--- src/rtl/citmm_defs.vh ---
/*
 Constants for the instruction timing and memory map decoder: opcode
 encodings, byte and cycle counts, operand access modes and the address
 limits of program flash and data memory.
 Assumes it is included by bare name into the decoder files only.
*/
`ifndef CITMM_DEFS_VH
`define CITMM_DEFS_VH

// Opcodes with a single encoding
`define OP_NOP 8'h00
`define OP_NOP_ALT 8'ha5
`define OP_MOV_DP_IMM 8'h90
`define OP_CODE_DP 8'h93
`define OP_CODE_PC 8'h83
`define OP_XRD_DP 8'he0
`define OP_XWR_DP 8'hf0
`define OP_PUSH 8'hc0
`define OP_POP 8'hd0
`define OP_EXCH_DIR 8'hc5
`define OP_CLR_C 8'hc3
`define OP_CLR_BIT 8'hc2
`define OP_SET_C 8'hd3
`define OP_SET_BIT 8'hd2
`define OP_CPL_C 8'hb3
`define OP_CPL_BIT 8'hb2
`define OP_ANL_BIT 8'h82
`define OP_ANL_NBIT 8'hb0
`define OP_ORL_BIT 8'h72
`define OP_ORL_NBIT 8'ha0
`define OP_MOV_C_BIT 8'ha2
`define OP_MOV_BIT_C 8'h92
`define OP_JMP_CSET 8'h40
`define OP_JMP_CCLR 8'h50
`define OP_JMP_BSET 8'h20
`define OP_JMP_BCLR 8'h30
`define OP_JMP_BSC 8'h10
`define OP_LONG_CALL 8'h12
`define OP_LONG_JUMP 8'h02
`define OP_RET 8'h22
`define OP_RET_INT 8'h32
`define OP_REL_JUMP 8'h80
`define OP_JMP_IND 8'h73
`define OP_JMP_AZ 8'h60
`define OP_JMP_ANZ 8'h70
`define OP_CMPJ_DIR 8'hb5
`define OP_CMPJ_IMM 8'hb4
`define OP_DECJ_DIR 8'hd5

// Opcode groups, low bits carry the register or Ri index; short call/jump top three bits carry target bits
`define OP_XRD_RI 8'b1110_001?
`define OP_XWR_RI 8'b1111_001?
`define OP_EXCH_RN 8'b1100_1???
`define OP_EXCH_RI 8'b1100_011?
`define OP_NIBX_RI 8'b1101_011?
`define OP_CMPJ_RN 8'b1011_1???
`define OP_CMPJ_RI 8'b1011_011?
`define OP_DECJ_RN 8'b1101_1???
`define OP_SHORT_CALL 8'b???1_0001
`define OP_SHORT_JUMP 8'b???0_0001

// Instruction lengths and clock counts
`define BYTES_1 2'h1
`define BYTES_2 2'h2
`define BYTES_3 2'h3
`define CYC_1 3'h1
`define CYC_2 3'h2
`define CYC_3 3'h3
`define CYC_4 3'h4
`define CYC_5 3'h5

// Operand access modes
`define AM_NONE 3'h0
`define AM_REG 3'h1
`define AM_DIRECT 3'h2
`define AM_INDIRECT 3'h3
`define AM_BIT 3'h4

// Data memory map
`define LOWER_TOP 8'h7f
`define BIT_RAM_BASE 8'h20
`define STATUS_BANK_LO 3
`define STATUS_BANK_HI 4
`define STORE_WR_EN 0

// Program flash variants and limits
`define VAR_8K 2'h0
`define VAR_4K 2'h1
`define FLASH_8K_END 16'h2000
`define FLASH_USER_END 16'h1e00
`define FLASH_4K_END 16'h1000
`define FLASH_2K_END 16'h0800

`endif

--- src/rtl/citmm_data_map.v ---
/*
 Data memory operand decoder: turns an access mode and operand into a data
 byte address and a choice of lower RAM, upper RAM or special function
 register space, plus the bit position for bit operands.
 Assumes the caller supplies the contents of R0/R1 for indirect access.
*/
`timescale 1ns/10ps
`include "citmm_defs.vh"

module citmm_data_map (
    input wire [2:0] access_mode,
    input wire [2:0] reg_index,
    input wire [1:0] bank,
    input wire [7:0] direct_addr,
    input wire [7:0] ri_value,
    output reg [7:0] byte_addr,
    output reg sel_lower,
    output reg sel_upper,
    output reg sel_sfr,
    output reg bit_access,
    output reg [2:0] bit_pos,
    output wire [7:0] reg_addr
);

    assign reg_addr = {3'h0, bank, reg_index};

    always @*
    begin
        byte_addr = 8'h00;
        sel_lower = 1'b0;
        sel_upper = 1'b0;
        sel_sfr = 1'b0;
        bit_access = 1'b0;
        bit_pos = 3'h0;
        if (access_mode == `AM_REG)
        begin
            byte_addr = reg_addr;
            sel_lower = 1'b1;
        end
        else if (access_mode == `AM_DIRECT)
        begin
            byte_addr = direct_addr;
            if (direct_addr <= `LOWER_TOP)
                sel_lower = 1'b1;
            else
                sel_sfr = 1'b1;
        end
        else if (access_mode == `AM_INDIRECT)
        begin
            byte_addr = ri_value;
            if (ri_value <= `LOWER_TOP)
                sel_lower = 1'b1;
            else
                sel_upper = 1'b1;
        end
        else if (access_mode == `AM_BIT)
        begin
            bit_access = 1'b1;
            bit_pos = direct_addr[2:0];
            if (direct_addr <= `LOWER_TOP)
            begin
                byte_addr = `BIT_RAM_BASE | {4'h0, direct_addr[6:3]};
                sel_lower = 1'b1;
            end
            else
            begin
                // Only register addresses ending in 0 or 8 hold bits
                byte_addr = {direct_addr[7:3], 3'h0};
                sel_sfr = 1'b1;
            end
        end
    end

endmodule // citmm_data_map

--- src/rtl/citmm_decoder.v ---
/*
 Instruction timing and memory map decoder for a single-clock pipelined
 microcontroller core. Takes one fetched instruction (opcode and up to two
 operand bytes) plus the core state it depends on, and reports its length,
 its clock count, any branch target, the data and code addresses it uses,
 and holds ready low until its clock count has elapsed.
 Assumes all inputs come from logic on ref_clk and are stable while
 instr_valid is high; arithmetic and logic opcodes are decoded elsewhere.
*/
`timescale 1ns/10ps
`include "citmm_defs.vh"

module citmm_decoder (
    input wire ref_clk,
    input wire srst,
    input wire instr_valid,
    input wire [7:0] opcode,
    input wire [7:0] operand_a,
    input wire [7:0] operand_b,
    input wire [15:0] next_pc,
    input wire [7:0] acc_value,
    input wire carry,
    input wire bit_value,
    input wire [7:0] src_value,
    input wire [7:0] ri_value,
    input wire [15:0] data_pointer,
    input wire [7:0] program_status_word,
    input wire [7:0] program_store_control,
    input wire [1:0] flash_variant,
    output reg ready,
    output reg out_valid,
    output reg decoded,
    output reg no_operation,
    output reg [1:0] instr_bytes,
    output reg [2:0] instr_cycles,
    output reg pc_load,
    output reg is_call,
    output reg [15:0] branch_target,
    output reg bit_clear,
    output reg [7:0] data_addr,
    output reg data_lower,
    output reg data_upper,
    output reg data_sfr,
    output reg data_bit,
    output reg [2:0] data_bit_pos,
    output reg [7:0] reg_addr,
    output reg [15:0] code_addr,
    output reg code_read,
    output reg flash_write,
    output reg code_fault
);

    localparam [1:0] ST_IDLE = 2'b01;
    localparam [1:0] ST_EXEC = 2'b10;

    reg [1:0] state;
    reg [2:0] remain;

    reg next_known;
    reg next_nop;
    reg [1:0] next_bytes;
    reg [2:0] next_base;
    reg next_cond;
    reg next_cond_true;
    reg next_uncond;
    reg next_call;
    reg next_has_bit_clear;
    reg [15:0] next_target;
    reg [2:0] next_mode;
    reg [2:0] next_reg_idx;
    reg [7:0] next_direct;
    reg next_code_rd;
    reg next_code_wr;
    reg [15:0] next_code_a;

    wire next_taken;
    wire [2:0] next_cycles;
    wire next_fault;
    wire [7:0] map_addr;
    wire map_lower;
    wire map_upper;
    wire map_sfr;
    wire map_bit;
    wire [2:0] map_bit_pos;
    wire [7:0] map_reg_addr;
    wire accept;

    // Base plus an 8-bit offset, sign-extended only when asked
    function [15:0] add_offset;
        input [15:0] base;
        input [7:0] off;
        input sgn;
        begin
            add_offset = base + {{8{sgn & off[7]}}, off};
        end
    endfunction

    // Highest implemented flash address plus one, by variant
    function [15:0] flash_end;
        input [1:0] variant;
        begin
            if (variant == `VAR_8K)
                flash_end = `FLASH_8K_END;
            else if (variant == `VAR_4K)
                flash_end = `FLASH_4K_END;
            else
                flash_end = `FLASH_2K_END;
        end
    endfunction

    assign accept = instr_valid & ready;

    always @*
    begin
        next_known = 1'b1;
        next_nop = 1'b0;
        next_bytes = `BYTES_1;
        next_base = `CYC_1;
        next_cond = 1'b0;
        next_cond_true = 1'b0;
        next_uncond = 1'b0;
        next_call = 1'b0;
        next_has_bit_clear = 1'b0;
        next_target = 16'h0000;
        next_mode = `AM_NONE;
        next_reg_idx = {2'h0, opcode[0]};
        next_direct = operand_a;
        next_code_rd = 1'b0;
        next_code_wr = 1'b0;
        next_code_a = 16'h0000;
        casez (opcode)
            `OP_NOP, `OP_NOP_ALT:
                next_nop = 1'b1;
            `OP_MOV_DP_IMM:
            begin
                next_bytes = `BYTES_3;
                next_base = `CYC_3;
            end
            `OP_CODE_DP, `OP_CODE_PC:
            begin
                next_base = `CYC_3;
                next_code_rd = 1'b1;
                if (opcode == `OP_CODE_DP)
                    next_code_a = add_offset(data_pointer, acc_value, 1'b0);
                else
                    next_code_a = add_offset(next_pc, acc_value, 1'b0);
            end
            // external data moves target program space
            `OP_XRD_RI, `OP_XWR_RI, `OP_XRD_DP, `OP_XWR_DP:
            begin
                next_base = `CYC_3;
                if (opcode[4])
                    next_code_wr = 1'b1;
                else
                    next_code_rd = 1'b1;
                // The 8-bit forms reach only the first 256 bytes
                if (opcode[1])
                    next_code_a = {8'h00, ri_value};
                else
                    next_code_a = data_pointer;
            end
            `OP_PUSH, `OP_POP:
            begin
                next_bytes = `BYTES_2;
                next_base = `CYC_2;
                next_mode = `AM_DIRECT;
            end
            `OP_EXCH_RN:
            begin
                next_mode = `AM_REG;
                next_reg_idx = opcode[2:0];
            end
            `OP_EXCH_DIR:
            begin
                next_bytes = `BYTES_2;
                next_base = `CYC_2;
                next_mode = `AM_DIRECT;
            end
            `OP_EXCH_RI, `OP_NIBX_RI:
            begin
                next_base = `CYC_2;
                next_mode = `AM_INDIRECT;
            end
            `OP_CLR_C, `OP_SET_C, `OP_CPL_C:
                next_base = `CYC_1;
            `OP_CLR_BIT, `OP_SET_BIT, `OP_CPL_BIT, `OP_ANL_BIT, `OP_ANL_NBIT,
            `OP_ORL_BIT, `OP_ORL_NBIT, `OP_MOV_C_BIT, `OP_MOV_BIT_C:
            begin
                next_bytes = `BYTES_2;
                next_base = `CYC_2;
                next_mode = `AM_BIT;
            end
            `OP_JMP_CSET, `OP_JMP_CCLR, `OP_JMP_AZ, `OP_JMP_ANZ:
            begin
                next_bytes = `BYTES_2;
                next_base = `CYC_2;
                next_cond = 1'b1;
                next_target = add_offset(next_pc, operand_a, 1'b1);
                if (opcode == `OP_JMP_CSET)
                    next_cond_true = carry;
                else if (opcode == `OP_JMP_CCLR)
                    next_cond_true = ~carry;
                else if (opcode == `OP_JMP_AZ)
                    next_cond_true = (acc_value == 8'h00);
                else
                    next_cond_true = (acc_value != 8'h00);
            end
            `OP_JMP_BSET, `OP_JMP_BCLR, `OP_JMP_BSC:
            begin
                next_bytes = `BYTES_3;
                next_base = `CYC_3;
                next_cond = 1'b1;
                next_mode = `AM_BIT;
                next_target = add_offset(next_pc, operand_b, 1'b1);
                if (opcode == `OP_JMP_BCLR)
                    next_cond_true = ~bit_value;
                else
                    next_cond_true = bit_value;
                next_has_bit_clear = (opcode == `OP_JMP_BSC);
            end
            `OP_SHORT_CALL, `OP_SHORT_JUMP:
            begin
                next_bytes = `BYTES_2;
                next_base = `CYC_3;
                next_uncond = 1'b1;
                next_call = opcode[4];
                next_target = {next_pc[15:11], opcode[7:5], operand_a};
            end
            `OP_LONG_CALL, `OP_LONG_JUMP:
            begin
                next_bytes = `BYTES_3;
                next_base = `CYC_4;
                next_uncond = 1'b1;
                next_call = (opcode == `OP_LONG_CALL);
                next_target = {operand_a, operand_b};
            end
            // Returns: target comes from the stack, outside this block
            `OP_RET, `OP_RET_INT:
                next_base = `CYC_5;
            `OP_REL_JUMP:
            begin
                next_bytes = `BYTES_2;
                next_base = `CYC_3;
                next_uncond = 1'b1;
                next_target = add_offset(next_pc, operand_a, 1'b1);
            end
            `OP_JMP_IND:
            begin
                next_base = `CYC_3;
                next_uncond = 1'b1;
                next_target = add_offset(data_pointer, acc_value, 1'b0);
            end
            `OP_CMPJ_DIR, `OP_CMPJ_IMM, `OP_CMPJ_RN:
            begin
                next_bytes = `BYTES_3;
                next_base = `CYC_3;
                next_cond = 1'b1;
                next_target = add_offset(next_pc, operand_b, 1'b1);
                if (opcode == `OP_CMPJ_DIR)
                begin
                    next_mode = `AM_DIRECT;
                    next_cond_true = (acc_value != src_value);
                end
                else if (opcode == `OP_CMPJ_IMM)
                    next_cond_true = (acc_value != operand_a);
                else
                begin
                    next_mode = `AM_REG;
                    next_reg_idx = opcode[2:0];
                    next_cond_true = (src_value != operand_a);
                end
            end
            `OP_CMPJ_RI:
            begin
                next_bytes = `BYTES_3;
                next_base = `CYC_4;
                next_cond = 1'b1;
                next_mode = `AM_INDIRECT;
                next_target = add_offset(next_pc, operand_b, 1'b1);
                next_cond_true = (src_value != operand_a);
            end
            `OP_DECJ_RN:
            begin
                next_bytes = `BYTES_2;
                next_base = `CYC_2;
                next_cond = 1'b1;
                next_mode = `AM_REG;
                next_reg_idx = opcode[2:0];
                next_target = add_offset(next_pc, operand_a, 1'b1);
                next_cond_true = (src_value != 8'h01);
            end
            `OP_DECJ_DIR:
            begin
                next_bytes = `BYTES_3;
                next_base = `CYC_3;
                next_cond = 1'b1;
                next_mode = `AM_DIRECT;
                next_target = add_offset(next_pc, operand_b, 1'b1);
                next_cond_true = (src_value != 8'h01);
            end
            // Arithmetic and logic opcodes are timed by another decoder
            default:
                next_known = 1'b0;
        endcase
    end

    // untaken branch costs one cycle less
    assign next_taken = next_uncond | (next_cond & next_cond_true);
    assign next_cycles = next_base + {2'h0, next_cond & next_cond_true};

    assign next_fault = (next_code_a >= flash_end(flash_variant)) |
                        (next_code_wr & (flash_variant == `VAR_8K) & (next_code_a >= `FLASH_USER_END));

    citmm_data_map u_data_map (
        .access_mode(next_mode),
        .reg_index(next_reg_idx),
        .bank(program_status_word[`STATUS_BANK_HI:`STATUS_BANK_LO]),
        .direct_addr(next_direct),
        .ri_value(ri_value),
        .byte_addr(map_addr),
        .sel_lower(map_lower),
        .sel_upper(map_upper),
        .sel_sfr(map_sfr),
        .bit_access(map_bit),
        .bit_pos(map_bit_pos),
        .reg_addr(map_reg_addr)
    );

    always @(posedge ref_clk)
    begin
        if (srst)
        begin
            state <= ST_IDLE;
            remain <= `CYC_1;
            ready <= 1'b1;
            out_valid <= 1'b0;
            decoded <= 1'b0;
            no_operation <= 1'b0;
            instr_bytes <= `BYTES_1;
            instr_cycles <= `CYC_1;
            pc_load <= 1'b0;
            is_call <= 1'b0;
            branch_target <= 16'h0000;
            bit_clear <= 1'b0;
            data_addr <= 8'h00;
            data_lower <= 1'b0;
            data_upper <= 1'b0;
            data_sfr <= 1'b0;
            data_bit <= 1'b0;
            data_bit_pos <= 3'h0;
            reg_addr <= 8'h00;
            code_addr <= 16'h0000;
            code_read <= 1'b0;
            flash_write <= 1'b0;
            code_fault <= 1'b0;
        end
        else
        begin
            out_valid <= accept;
            code_read <= accept & next_code_rd & ~next_fault;
            // flash written only with write enable set
            flash_write <= accept & next_code_wr & ~next_fault & program_store_control[`STORE_WR_EN];
            if (accept)
            begin
                decoded <= next_known;
                no_operation <= next_nop;
                instr_bytes <= next_bytes;
                instr_cycles <= next_cycles;
                pc_load <= next_taken;
                is_call <= next_call;
                branch_target <= next_target;
                // set-clear variant clears bit when branching
                bit_clear <= next_has_bit_clear & next_cond_true;
                data_addr <= map_addr;
                data_lower <= map_lower;
                data_upper <= map_upper;
                data_sfr <= map_sfr;
                data_bit <= map_bit;
                data_bit_pos <= map_bit_pos;
                reg_addr <= map_reg_addr;
                code_addr <= next_code_a;
                code_fault <= (next_code_rd | next_code_wr) & next_fault;
            end
            // Ready stays low so each instruction owns its full cycle count
            case (state)
                ST_IDLE:
                    if (accept && next_cycles != `CYC_1)
                    begin
                        state <= ST_EXEC;
                        remain <= next_cycles - `CYC_1;
                        ready <= 1'b0;
                    end
                ST_EXEC:
                    if (remain == `CYC_1)
                    begin
                        state <= ST_IDLE;
                        ready <= 1'b1;
                    end
                    else
                        remain <= remain - `CYC_1;
                default:
                begin
                    state <= ST_IDLE;
                    ready <= 1'b1;
                end
            endcase
        end
    end

endmodule // citmm_decoder

--- config.mk ---
export PLATFORM = sky130hd
export DESIGN_NAME = citmm_decoder
export DESIGN_NICKNAME = d
export VERILOG_FILES = /design/src/rtl/citmm_data_map.v /design/src/rtl/citmm_decoder.v
export VERILOG_INCLUDE_DIRS = /design/src /design/src/rtl
export SDC_FILE = /design/constraint.sdc
export NUM_CORES = 1
export LEC_CHECK = 0
export ABC_AREA = 0
export BUFFER_PORTS_ARGS = -buffer_cell sky130_fd_sc_hd__buf_2
export CORE_MARGIN = 4
export CORE_UTILIZATION = 54
export DETAILED_ROUTE_END_ITERATION = 8
export GPL_TIMING_DRIVEN = 0
export PLACE_DENSITY = 0.82
export SLEW_MARGIN = 5
export SYNTH_ARGS = -nofsm -noshare
export SYNTH_HDL_FRONTEND = slang
export SYNTH_SLANG_ARGS = --single-unit
export TNS_END_PERCENT = 1
--- constraint.sdc ---
create_clock -name ref_clk -period 6.2 [get_ports ref_clk]
set_clock_uncertainty 0.05 [all_clocks]
set_input_delay 1.24 -clock ref_clk [delete_from_list [all_inputs] [get_ports ref_clk]]
set_output_delay 1.24 -clock ref_clk [all_outputs]
set_load 0.05 [all_outputs]
==> key figures <==
Status
  – Status: finished, final reports clean

Setup path
  – CP max FO: 10
  – Crit path max-delay cell type: nor3_1
  – Critical setup path kind: primary input to flip-flop
  – Worst path bufs/invs: 3
  – Worst path most repeated cell: buf_2
  – CP Cell Sequence: buf_2 -> buf_2 -> nor2_1 -> nand2_1 -> nor3_1 -> a21o_1 -> buf_2 -> mux2_2 -> ha_1 -> fa_1 -> a211oi_1 -> nor2_1 -> o21ai_0 -> o21ai_0 -> o41a_1 -> a31oi_1 -> xnor2_1 -> a21oi_1 -> a21oi_1
  – Top delay family on crit path: compound AO/OA/AOI/OAI gates
  – Slowest cell delay on critical path: 0.47 ns
  – Crit path launch type: primary input
  – Worst EP required: 6.35 ns
  – Crit. End Element: flip-flop
  – Critical path arrival: 5.88 ns

Floorplan
  – # IOs: 173
  – Starting Density: 0.554
  – Cell Rows: 39
  – Die area: 13600 µm²
  – Die X: 117 µm
  – Core Area: 11500 µm²
  – Die height: 117 µm

Power and ir drop
  – Leak: 3.20 nW
  – Worst VDD drop: 0.132 mV
  – Power Dens Cells: 210 nW/µm²

Detailed routing
  – WL met1: 9.91 mm
  – Routed wl met3: 2.72 mm
  – Vias: 7644
  – DR top layer: met4
  – Routed wire per std cell: 21.7 µm
  – Iter 0 DRT Violations: 1201
  – Vias/cell: 6.57
  – Remaining routing DRC violations: 0
  – Final wirelength: 25.2 mm
  – DRT antenna net count: 0
  – Metal2 WL: 11.3 mm
  – Pre-Repair DR Iteration Count: 7

Final layout
  – Share of layout cells above drive strength 1: 0.191
  – Diodes inserted: 0
  – Syn-to-layout area delta: 19.3%
  – Final #Nets: 1161
  – Final Util: 0.661

Timing
  – RSZ-0062 raised after global routing: false
  – Rel. slew slack: 0.218
  – Hold_ws: 0.399 ns
  – Crit path setup slack, layout: 0.471 ns
  – Pins Over Slew Limit: 0
  – Fmax achieved: 175 MHz
  – Final Critical Period: 5.73 ns
  – Endpoints failing hold: 0
  – Slew of the pin with the lowest slew margin: 1.16 ns
  – Final setup viols: 0
  – Crit share post-route: 0.924
  – Setup TNS: 0 ns

CTS
  – Clock latency on the worst-skew pair: 0.34 ns
  – TritonCTS clock tree: built
  – Setup Buffers After CTS: 0
  – CTS clk-pin slew, worst paths: 0.06 ns
  – Clock sink total: 71
  – H-tree levels: 3
  – CTS buffer count: 9
  – Bufs on Longest Clock Path: 2
  – CTS root buf: clkbuf_16
  – Cts repair resizes: 0
  – Hold Buf Count CTS: 0

Global route
  – Vias in the first global route: 7109
  – Initial antenna violation count: 0
  – Gr usage total: 0.368
  – Grt total ovfl: 0
  – First-pass GRT wire length: 38.5 mm
  – Largest net degree at the start of global routing: 13

Logic synthesis
  – Largest family of logic cells by synthesized area: compound AO/OA/AOI/OAI gates
  – Adder-Cell Fraction of Synth Area: 0.0878
  – Multiplexer area fraction after synthesis: 0.0298
  – Synth area leader: dfxtp_1
  – Synth Area per Inst: 7.45 µm²
  – Simple-Gate Fraction of Synth Area: 0.232
  – Syn Inst Count: 856
  – Most common cell in the netlist: nor2_1
  – Synth unique cells: 79
  – Yosys Warn Count: 0
  – Post-Synth XOR/XNOR Area: 0.0920
  – Mapped cell area: 6380 µm²
  – Synth top area cells: dfxtp_1, ha_1, nor2_1
  – Yosys top cell area share: 0.223
  – Synth top cells by count: nor2_1, dfxtp_1, a21oi_1, nand2_1, clkbuf_1
  – Async SR Flop Fraction: 0
  – #FFs+latches synth: 71
  – Ys flop type: dfxtp_1
  – Post-synth EDFFs: 0
  – Register area share after synthesis: 0.223
  – Synth Area in Compound Gates: 0.280

Place
  – DP HPWL: 19.5 mm
  – Final GP Congestion: 1.05
  – Port Buf Inserts: 146
  – Pre-CTS WS: 0.240 ns

Hold path
  – Worst Hold Class: flip-flop to flip-flop

Job
  – Number of max-cap violations: 0
metal layers:
layer	global-route usage	vias to the layer above
met1	0.475	3495
met3	0.0725	99
met2	0.581	563
li1	-	3487
met5	0	-
met4	0.187	0
flip-flops by register name, summed over array words and instances, names as in the netlist, 2 cells and up:
name	cells
data_bit_pos	3
instr_cycles	3
state	2
instr_bytes	2
data_addr	8
branch_target	16
remain	3
code_addr	16
reg_addr	5
metrics by stage:
step	power [mW]	instances	cell area [µm²]
after CTS	1.59	1163	7610
after global routing	1.66	1163	7610
after floorplan	0.866	858	6390
after detailed placement	1.03	1147	7300
final	1.60	1163	7610
after global placement	1.03	1147	7300
where the power goes:
part	switching [mW]	total, mW	internal [mW]
clock network	0.207	0.561	0.353
logic	0.365	0.546	0.181
registers	0.0144	0.494	0.480
total	0.587	1.60	1.01
kinds of logic after synthesis:
| logic type | after synthesis |
|---|---|
| xor gates and xnor gates | 67 |
| DFF | 71 |
| other | 1 |
| adders and majority gates | 43 |
| muxes | 18 |
| and+or+nand+nor | 303 |
| buffers and inverters | 90 |
| AOI/OAI and AO/OA | 263 |
tightest hold or removal path: stages, from the launching register on:
cell and delay, ns:
dfxtp_1 0.30, nand2_1 0.05, a21oi_1 0.05
cell type report:
cell class / instances / area, µm²
sequential: 71 / 1420
clock buffer: 11 / 233
inverter: 26 / 97.6
clock inverter: 5 / 81.3
multi-input combinational: 697 / 4610
tap: 143 / 179
timing repair buffer: 146 / 731
fill: 1082 / 3900
buffer: 64 / 258
final timing paths:
| path | startpoint | endpoint | slack, ns | depth (start not counted) |
|---|---|---|---|---|
| setup / recovery | opcode[1] | branch_target[14]$_SDFFE_PP0P_ | 0.47 | 19 |
| hold / removal | data_bit_pos[1]$_SDFFE_PP0P_ | data_bit_pos[1]$_SDFFE_PP0P_ | 0.40 | 2 |
| setup reg to reg | state[0]$_SDFFE_PP1P_ | data_upper$_SDFFE_PP0P_ | 3.63 | 6 |
| hold reg to reg | data_bit_pos[1]$_SDFFE_PP0P_ | data_bit_pos[1]$_SDFFE_PP0P_ | 0.40 | 2 |
cell usage in the layout (no fill, tap or decap), types with 7 or more instances in the layout:
cell type | Yosys | layout
mux2i_1 | 10 | 10
or3_1 | 16 | 16
clkbuf_1 | 51 | 53
a31oi_1 | 11 | 11
a211oi_1 | 20 | 20
clkbuf_16 | 0 | 9
buf_2 | 5 | 151
and3_1 | 7 | 7
nand3_1 | 26 | 26
dfxtp_1 | 71 | 71
a221oi_1 | 7 | 7
mux2_2 | 8 | 8
a21o_1 | 9 | 9
o21ai_0 | 49 | 49
nand4_1 | 9 | 9
xnor2_1 | 33 | 33
ha_1 | 40 | 40
nor4_1 | 12 | 12
o211ai_1 | 10 | 10
xor2_1 | 34 | 34
a21oi_1 | 66 | 66
nand2_1 | 65 | 65
a22oi_1 | 13 | 13
inv_1 | 26 | 26
a222oi_1 | 13 | 13
nor3_1 | 31 | 31
nor2_1 | 93 | 93
o22ai_1 | 10 | 10
Note: power is estimated with default switching activity, not from simulation.
